### config.mk
export PLATFORM = sky130hd
export DESIGN_NAME = sspb_port
export DESIGN_NICKNAME = d
export VERILOG_FILES = /design/src/hw/sspb_pkg.sv /design/src/hw/sspb_burst_step.sv /design/src/hw/sspb_fifo.sv /design/src/hw/sspb_port.sv
export SDC_FILE = /design/constraint.sdc
export NUM_CORES = 2
export LEC_CHECK = 0
export BUFFER_PORTS_ARGS = -buffer_cell sky130_fd_sc_hd__buf_2
export CORE_MARGIN = 3
export CORE_UTILIZATION = 51
export CTS_CLUSTER_DIAMETER = 200
export CTS_CLUSTER_SIZE = 30
export DETAILED_ROUTE_END_ITERATION = 8
export GPL_TIMING_DRIVEN = 0
export PLACE_DENSITY = 0.69
export SLEW_MARGIN = 20
export SYNTH_ARGS = -nofsm -noshare
export SYNTH_HDL_FRONTEND = slang
export SYNTH_SLANG_ARGS = --single-unit
### constraint.sdc
create_clock -name i_core_clk -period 2.4 [get_ports i_core_clk]
set_input_delay 0.12 -clock i_core_clk [delete_from_list [all_inputs] [get_ports i_core_clk]]
set_output_delay 0.12 -clock i_core_clk [all_outputs]
set_load 0.02 [all_outputs]
### src/hw/sspb_pkg.sv
`default_nettype none
package sspb_pkg;
	// ------------------------------------------------------------
	// Widths and storage
	// ------------------------------------------------------------
	localparam int DATA_W = 36;
	localparam int LANES = 4;
	localparam int LANE_W = 9;
	localparam int ADDR_W = 17;
	localparam int BURST_W = 2;
	localparam int ARRAY_AW = 4;
	localparam int ARRAY_DEPTH = 16;
	localparam int FIFO_DEPTH = 16;

	// ------------------------------------------------------------
	// Pin encodings and reset values
	// ------------------------------------------------------------
	localparam logic RW_READ = 1'b1;
	localparam logic ADV_LOAD = 1'b0;
	localparam logic ORDER_INTERLEAVED = 1'b1;
	localparam logic [DATA_W-1:0] DQ_RESET = 36'h0;
	localparam logic [BURST_W-1:0] BURST_FIRST = 2'h0;

	// ------------------------------------------------------------
	// Timing
	// ------------------------------------------------------------
	localparam int CLK_PERIOD_NS = 10;
	localparam int READ_LATENCY_EDGES = 2;
	localparam int WRITE_LATENCY_EDGES = 2;

	// ------------------------------------------------------------
	// Carriers
	// ------------------------------------------------------------
	typedef struct packed {
		logic valid;
		logic we;
		logic [LANES-1:0] lane_en;
		logic [ADDR_W-1:0] addr;
	} sspb_cmd_t;

	typedef struct packed {
		logic [ARRAY_AW-1:0] idx;
		logic [LANES-1:0] lane_en;
		logic [DATA_W-1:0] data;
	} sspb_wr_t;

	localparam int WR_W = $bits(sspb_wr_t);

	typedef enum logic [2:0] {
		ST_IDLE = 3'b001,
		ST_RD = 3'b010,
		ST_WR = 3'b100
	} sspb_state_t;
endpackage
`default_nettype wire

### src/hw/sspb_burst_step.sv
`timescale 1ns/1ps
`default_nettype none
module sspb_burst_step
	import sspb_pkg::*;
(
	input wire logic [BURST_W-1:0] i_base,
	input wire logic [BURST_W-1:0] i_count,
	input wire logic i_order,
	output logic [BURST_W-1:0] o_low
);
	// ------------------------------------------------------------
	// Interleaved or linear step of the two low address bits
	// ------------------------------------------------------------
	always_comb begin
		if (i_order == ORDER_INTERLEAVED) begin
			o_low = i_base ^ i_count;
		end else begin
			o_low = i_base + i_count;
		end
	end
endmodule
`default_nettype wire

### src/hw/sspb_fifo.sv
`timescale 1ns/1ps
`default_nettype none
module sspb_fifo
	import sspb_pkg::*;
#(
	parameter int W = WR_W,
	parameter int DEPTH = FIFO_DEPTH
) (
	input wire logic i_core_clk,
	input wire logic i_rst_n,
	input wire logic i_en,
	input wire logic i_in_valid,
	output logic o_in_ready,
	input wire logic [W-1:0] i_in_data,
	output logic o_out_valid,
	input wire logic i_out_ready,
	output logic [W-1:0] o_out_data
);
	localparam int AW = $clog2(DEPTH);

	logic [W-1:0] mem_reg [DEPTH];
	logic [W-1:0] mem_next [DEPTH];
	logic [AW-1:0] wp_reg, wp_next, rp_reg, rp_next;
	logic [AW:0] cnt_reg, cnt_next;
	logic push, pop;

	assign o_in_ready = cnt_reg != (AW+1)'(DEPTH);
	assign o_out_valid = cnt_reg != '0;
	assign o_out_data = mem_reg[rp_reg];

	// ------------------------------------------------------------
	// Pointer and storage update
	// ------------------------------------------------------------
	always_comb begin
		push = i_en & i_in_valid & o_in_ready;
		pop = i_en & o_out_valid & i_out_ready;
		mem_next = mem_reg;
		wp_next = wp_reg;
		rp_next = rp_reg;
		if (push) begin
			mem_next[wp_reg] = i_in_data;
			wp_next = wp_reg + 1'b1;
		end
		if (pop) begin
			rp_next = rp_reg + 1'b1;
		end
		cnt_next = cnt_reg + (AW+1)'(push) - (AW+1)'(pop);
	end

	always_ff @(posedge i_core_clk or negedge i_rst_n) begin
		if (!i_rst_n) begin
			wp_reg <= '0;
			rp_reg <= '0;
			cnt_reg <= '0;
		end else begin
			wp_reg <= wp_next;
			rp_reg <= rp_next;
			cnt_reg <= cnt_next;
		end
	end

	always_ff @(posedge i_core_clk) begin
		mem_reg <= mem_next;
	end
endmodule
`default_nettype wire

### src/hw/sspb_port.sv
`timescale 1ns/1ps
`default_nettype none
// Functional notes
// - A load edge ends any running burst and takes new address and control.
// - While continuing a burst, the read/write pin is ignored.
// - Burst direction is fixed by read/write level on the load edge.
// - Read/write low on a load starts a write, high starts a read.
// - Byte selects travel with the address; write data follows two edges later.
// - Clock gate high freezes every internal register except the two reset-release flops for that edge.
// - Bursts step only the two low address bits, interleaved or linear.
// - Data outputs stay undriven from reset until a read delivers data.
// - Deselected load starts nothing, but a pipelined read still completes.
module sspb_port
	import sspb_pkg::*;
(
	input wire logic i_core_clk,
	input wire logic i_nrst,
	input wire logic i_clock_gate_input,
	input wire logic i_burst_continue_or_load,
	input wire logic i_rw,
	input wire logic i_chip_select_low_a_n,
	input wire logic i_chip_select_low_b_n,
	input wire logic i_chip_select_high,
	input wire logic [LANES-1:0] i_byte_write_selects_n,
	input wire logic i_burst_order_select,
	input wire logic [ADDR_W-1:0] i_addr,
	input wire logic i_output_enable_n,
	input wire logic [DATA_W-1:0] i_dq,
	output logic [DATA_W-1:0] o_dq,
	output logic o_dq_oe,
	output logic o_write_ready
);
	function automatic logic chip_selected(input logic a_n, input logic b_n, input logic hi);
		chip_selected = !a_n && !b_n && hi;
	endfunction

	// ------------------------------------------------------------
	// Reset release
	// ------------------------------------------------------------
	logic rst_meta_reg, rst_sync_reg;

	always_ff @(posedge i_core_clk or negedge i_nrst) begin
		if (!i_nrst) begin
			rst_meta_reg <= 1'b0;
			rst_sync_reg <= 1'b0;
		end else begin
			rst_meta_reg <= 1'b1;
			rst_sync_reg <= rst_meta_reg;
		end
	end

	// ------------------------------------------------------------
	// State
	// ------------------------------------------------------------
	sspb_state_t state_reg, state_next;
	sspb_cmd_t s1_reg, s1_next, s2_reg, s2_next;
	logic [ADDR_W-1:0] base_reg, base_next;
	logic [BURST_W-1:0] cnt_reg, cnt_next;
	logic [DATA_W-1:0] dq_reg, dq_next;
	logic drive_reg, drive_next;
	logic [DATA_W-1:0] arr_reg [ARRAY_DEPTH];
	logic [DATA_W-1:0] arr_next [ARRAY_DEPTH];

	logic en, load, sel, rd_now;
	logic [BURST_W-1:0] cnt_step, low_step;
	sspb_wr_t push_data, pop_data;
	logic push_valid, pop_valid, pop_ready;
	logic [DATA_W-1:0] merged;

	assign en = !i_clock_gate_input;
	assign load = i_burst_continue_or_load == ADV_LOAD;
	assign sel = chip_selected(i_chip_select_low_a_n, i_chip_select_low_b_n, i_chip_select_high);
	assign cnt_step = cnt_reg + 1'b1;
	assign rd_now = s1_reg.valid && !s1_reg.we;

	sspb_burst_step i_sspb_burst_step (
		.i_base(base_reg[BURST_W-1:0]),
		.i_count(cnt_step),
		.i_order(i_burst_order_select),
		.o_low(low_step)
	);

	// ------------------------------------------------------------
	// Write commit buffer
	// ------------------------------------------------------------
	assign push_valid = s2_reg.valid && s2_reg.we;
	assign push_data = '{idx: s2_reg.addr[ARRAY_AW-1:0], lane_en: s2_reg.lane_en, data: i_dq};
	assign pop_ready = !rd_now;

	sspb_fifo #(
		.W(WR_W),
		.DEPTH(FIFO_DEPTH)
	) i_sspb_fifo (
		.i_core_clk(i_core_clk),
		.i_rst_n(rst_sync_reg),
		.i_en(en),
		.i_in_valid(push_valid),
		.o_in_ready(o_write_ready),
		.i_in_data(push_data),
		.o_out_valid(pop_valid),
		.i_out_ready(pop_ready),
		.o_out_data(pop_data)
	);

	for (genvar g = 0; g < LANES; g++) begin : g_lane
		assign merged[g*LANE_W +: LANE_W] = pop_data.lane_en[g] ? pop_data.data[g*LANE_W +: LANE_W]
			: arr_reg[pop_data.idx][g*LANE_W +: LANE_W];
	end

	// ------------------------------------------------------------
	// Next state
	// ------------------------------------------------------------
	always_comb begin
		state_next = state_reg;
		s1_next = s1_reg;
		s2_next = s2_reg;
		base_next = base_reg;
		cnt_next = cnt_reg;
		dq_next = dq_reg;
		drive_next = drive_reg;
		arr_next = arr_reg;
		if (en) begin
			if (load) begin
				if (sel) begin
					state_next = (i_rw == RW_READ) ? ST_RD : ST_WR;
					base_next = i_addr;
					cnt_next = BURST_FIRST;
					s1_next = '{valid: 1'b1, we: i_rw != RW_READ, lane_en: ~i_byte_write_selects_n, addr: i_addr};
				end else begin
					state_next = ST_IDLE;
					s1_next.valid = 1'b0;
				end
			end else begin
				case (state_reg)
					ST_RD, ST_WR: begin
						cnt_next = cnt_step;
						s1_next.valid = 1'b1;
						s1_next.we = state_reg == ST_WR;
						s1_next.lane_en = ~i_byte_write_selects_n;
						s1_next.addr = {base_reg[ADDR_W-1:BURST_W], low_step};
					end
					ST_IDLE: begin
						s1_next.valid = 1'b0;
					end
					default: begin
						state_next = ST_IDLE;
						s1_next.valid = 1'b0;
					end
				endcase
			end
			s2_next = s1_reg;
			drive_next = rd_now;
			if (rd_now) begin
				dq_next = arr_reg[s1_reg.addr[ARRAY_AW-1:0]];
			end
			if (pop_valid && pop_ready) begin
				arr_next[pop_data.idx] = merged;
			end
		end
	end

	always_ff @(posedge i_core_clk or negedge rst_sync_reg) begin
		if (!rst_sync_reg) begin
			state_reg <= ST_IDLE;
			s1_reg <= '0;
			s2_reg <= '0;
			base_reg <= '0;
			cnt_reg <= BURST_FIRST;
			dq_reg <= DQ_RESET;
			drive_reg <= 1'b0;
		end else begin
			state_reg <= state_next;
			s1_reg <= s1_next;
			s2_reg <= s2_next;
			base_reg <= base_next;
			cnt_reg <= cnt_next;
			dq_reg <= dq_next;
			drive_reg <= drive_next;
		end
	end

	always_ff @(posedge i_core_clk) begin
		arr_reg <= arr_next;
	end

	// ------------------------------------------------------------
	// Data pins
	// ------------------------------------------------------------
	assign o_dq = dq_reg;
	assign o_dq_oe = drive_reg && !i_output_enable_n;
endmodule
`default_nettype wire

==> flow_metrics.env <==
export IMPL_r2r_cells=10
export IMPL_timing_fmax_ghz=0.284
export IMPL_powerDensity_nw_per_um2=1630
export IMPL_violations="negative setup slack"
export IMPL_first_global_vias=34600
export IMPL_syn_area_per_cell_um2=19.4
export IMPL_maxSlewViolCount=0
export IMPL_relSlewSlack_pct=20.7
export IMPL_grtUsageTotal_pct=31.0
export IMPL_synthTopCellsByCount="edfxtp_1 (1,280), mux4_2 (389), clkbuf_1 (158)"
export IMPL_clock_sinks=1361
export IMPL_drt_pass1_iterations=6
export IMPL_status="complete, but fails checks"
export IMPL_vias=34900
export IMPL_rsz0062_at_grt="true"
export IMPL_finalCritPeriodShare_pct=147
export IMPL_synth_most_common_cell="edfxtp_1"
export IMPL_synth_edf_count=1280
export IMPL_ir_drop_mv=1.30
export IMPL_crit_fanout=15
export IMPL_fp_dieW_um=341
export IMPL_slowest_delay_ps=570
export IMPL_finalSetupViolCount=1566
export IMPL_routedWlPerCell_um=37.6
export IMPL_start_util_pct=51.6
export IMPL_io_buffers=91
export IMPL_drc=0
export IMPL_grt_antenna_before_repair=6
export IMPL_stdcell_area_um2=69100
export IMPL_synth_warnings=0
export IMPL_crit_arrival_ps=3950
export IMPL_synth_top_area_cell="edfxtp_1"
export IMPL_die_area_um2=116000
export IMPL_ys_types=52
export IMPL_grt_overflow_total=0
export IMPL_tightest_slew_ps=1190
export IMPL_ys_seq_area_share_pct=70.6
export IMPL_cp_required_ps=2830
export IMPL_drv_cap=0
export IMPL_dpl_hpwl_mm=120
export IMPL_netlist_area_um2=57300
export IMPL_worst_slack_ps=-1120
export IMPL_hold_violations=0
export IMPL_crit_path_frequent_cell="buf_6"
export IMPL_post_route_util_pct=62.1
export IMPL_path_delay_family="multiplexers"
export IMPL_gp_congestion=0.938
export IMPL_io_pin_count=105
export IMPL_clock_latency_ps=740
export IMPL_critPathBufInv=6
export IMPL_initialDrtViolationCount=5575
export IMPL_cts_tree="done"
export IMPL_fin_skew_ps=36.7
export IMPL_startpoint_type="flop"
export IMPL_min_path_cells=7
export IMPL_largest_reg_flops=704
export IMPL_p_leak_nw=22.8
export IMPL_netlist_instances=2952
export IMPL_grt_max_degree=55
export IMPL_endpoint_kind="flop"
export IMPL_synthArstFlopShare_pct=5.95
export IMPL_die_height_um=341
export IMPL_critical_path_class="reg -> reg"
export IMPL_coreArea_um2=111000
export IMPL_grt_pass1_wl_mm=254
export IMPL_rows=122
export IMPL_synthFlopType="edfxtp_1"
export IMPL_holdWs_ps=42.5
export IMPL_htreeDepth=2
export IMPL_drive_gt1_share_pct=37.8
export IMPL_postRouteAntennaNets=0
export IMPL_hp_class="in -> reg"
export IMPL_routed_wl_mm=188
export IMPL_root_buffer="clkbuf_16"
export IMPL_synth_fp_nets=3032
export IMPL_area_growth_pct=20.5
export IMPL_synth_seq_cells=1361
export IMPL_viasPerCell=6.98
export IMPL_worstPathCellList="buf_6, clkbuf_16, mux4_2, mux4_2, or2_1, buf_6, buf_12, nor4_4, buf_6, buf_12"
export IMPL_synth_top_area_share_pct=67.1
export IMPL_final_nets=3553
export IMPL_cp_slowest_cell="mux4_2"
export IMPL_cts_made_buffers=51
export IMPL_cts_buffer_depth=3
export IMPL_cp_depth=10
export IMPL_place_area_um2=61800
export IMPL_clk_pin_slew_ps=120
export IMPL_finalPower_mw=113
export IMPL_min_period_ps=3520
export IMPL_synth_area_leaders="edfxtp_1 (67%), mux4_2 (15%), dfrtp_1 (3.5%)"
## what timing repair did
item	4_1_cts	5_1_grt
buffers inserted	125	71
endpoints found under the hold margin	596	0
hold buffers	52	0
pin swaps	60	66
gates resized for setup	457	474
cloned	1	35
setup endpoints to repair	1586	1779
## worst min-delay path, cell delays in order
cell	delay, ps
buf_2	90
nor4_2	50
nand2b_1	160
nand3_1	90
o21ai_0	90
nand2_1	60
o21ai_0	70
## cells by family after synthesis
kind of cell / after synthesis / share of synthesized area, %
flops: 1361 / 70.6
mux: 535 / 18.1
compound gates: 465 / 6.35
simple gates: 316 / 2.62
buf+inv: 247 / 1.83
xor+xnor: 14 / 0.214
fa+ha+maj: 13 / 0.297
other cells: 1 / 0.00655
## cell type report
class / count / area [um^2]
clock buffers: 81 / 1410
flip-flops and latches: 1361 / 40500
clock inverters: 3 / 70.1
inverters: 16 / 63.8
plain buffers: 230 / 2270
fillers: 7579 / 42100
diodes: 2 / 5.00
multi-input cells: 1345 / 17100
repair buffers: 468 / 5790
well taps: 1488 / 1860
## where the power goes
group | total, mW | internal (mW) | switching, mW
Clock | 11.4 | 4.16 | 7.21
Sequential | 36.2 | 34.7 | 1.51
Combinational | 65.0 | 27.2 | 37.7
Total | 113 | 66.1 | 46.5
## layer usage
layer	GRT usage [%]	part of all wire (%)	vias to the layer above
li1	-	-	13400
met1	40.3	34	18000
met2	48.8	47	2849
met3	7.99	13	623
met4	15.7	6.2	6
met5	0	0.021	-
## through the flow
step / TNS [ps] / std cells / worst slack (ps)
floorplan: -1701740 / 2952 / -1400
finish: -1068650 / 4994 / -1120
global placement: -5336790 / 4531 / -3730
global route: -1168340 / 4992 / -1110
CTS: -1034730 / 4889 / -934
detailed placement: -2419540 / 4632 / -2720
## layout by cell type (no fill, tap or decap), types with 72 or more instances in the layout
master,instances
buf_12,77
mux4_2,391
a21oi_1,84
mux2i_1,81
buf_2,105
buf_4,109
clkbuf_16,90
edfxtp_1,1280
nand2_1,87
a221o_1,72
and3_1,72
buf_6,145
dfrtp_1,76
## final timing paths
path                                             from           end  slack [ps]
worst min register to register           rst_sync_reg      o_dq[11]         290
min in group asynchronous                      i_nrst  rst_sync_reg         210
worst max register to register  i_sspb_fifo.rp_reg[0]  arr_reg[468]       -1120
max in group asynchronous                rst_sync_reg  state_reg[0]        1380
worst min-delay path            i_chip_select_low_a_n    cnt_reg[1]          40
worst max-delay path            i_sspb_fifo.rp_reg[0]  arr_reg[468]       -1120
No activity file was read; power rests on OpenSTA's default activity.
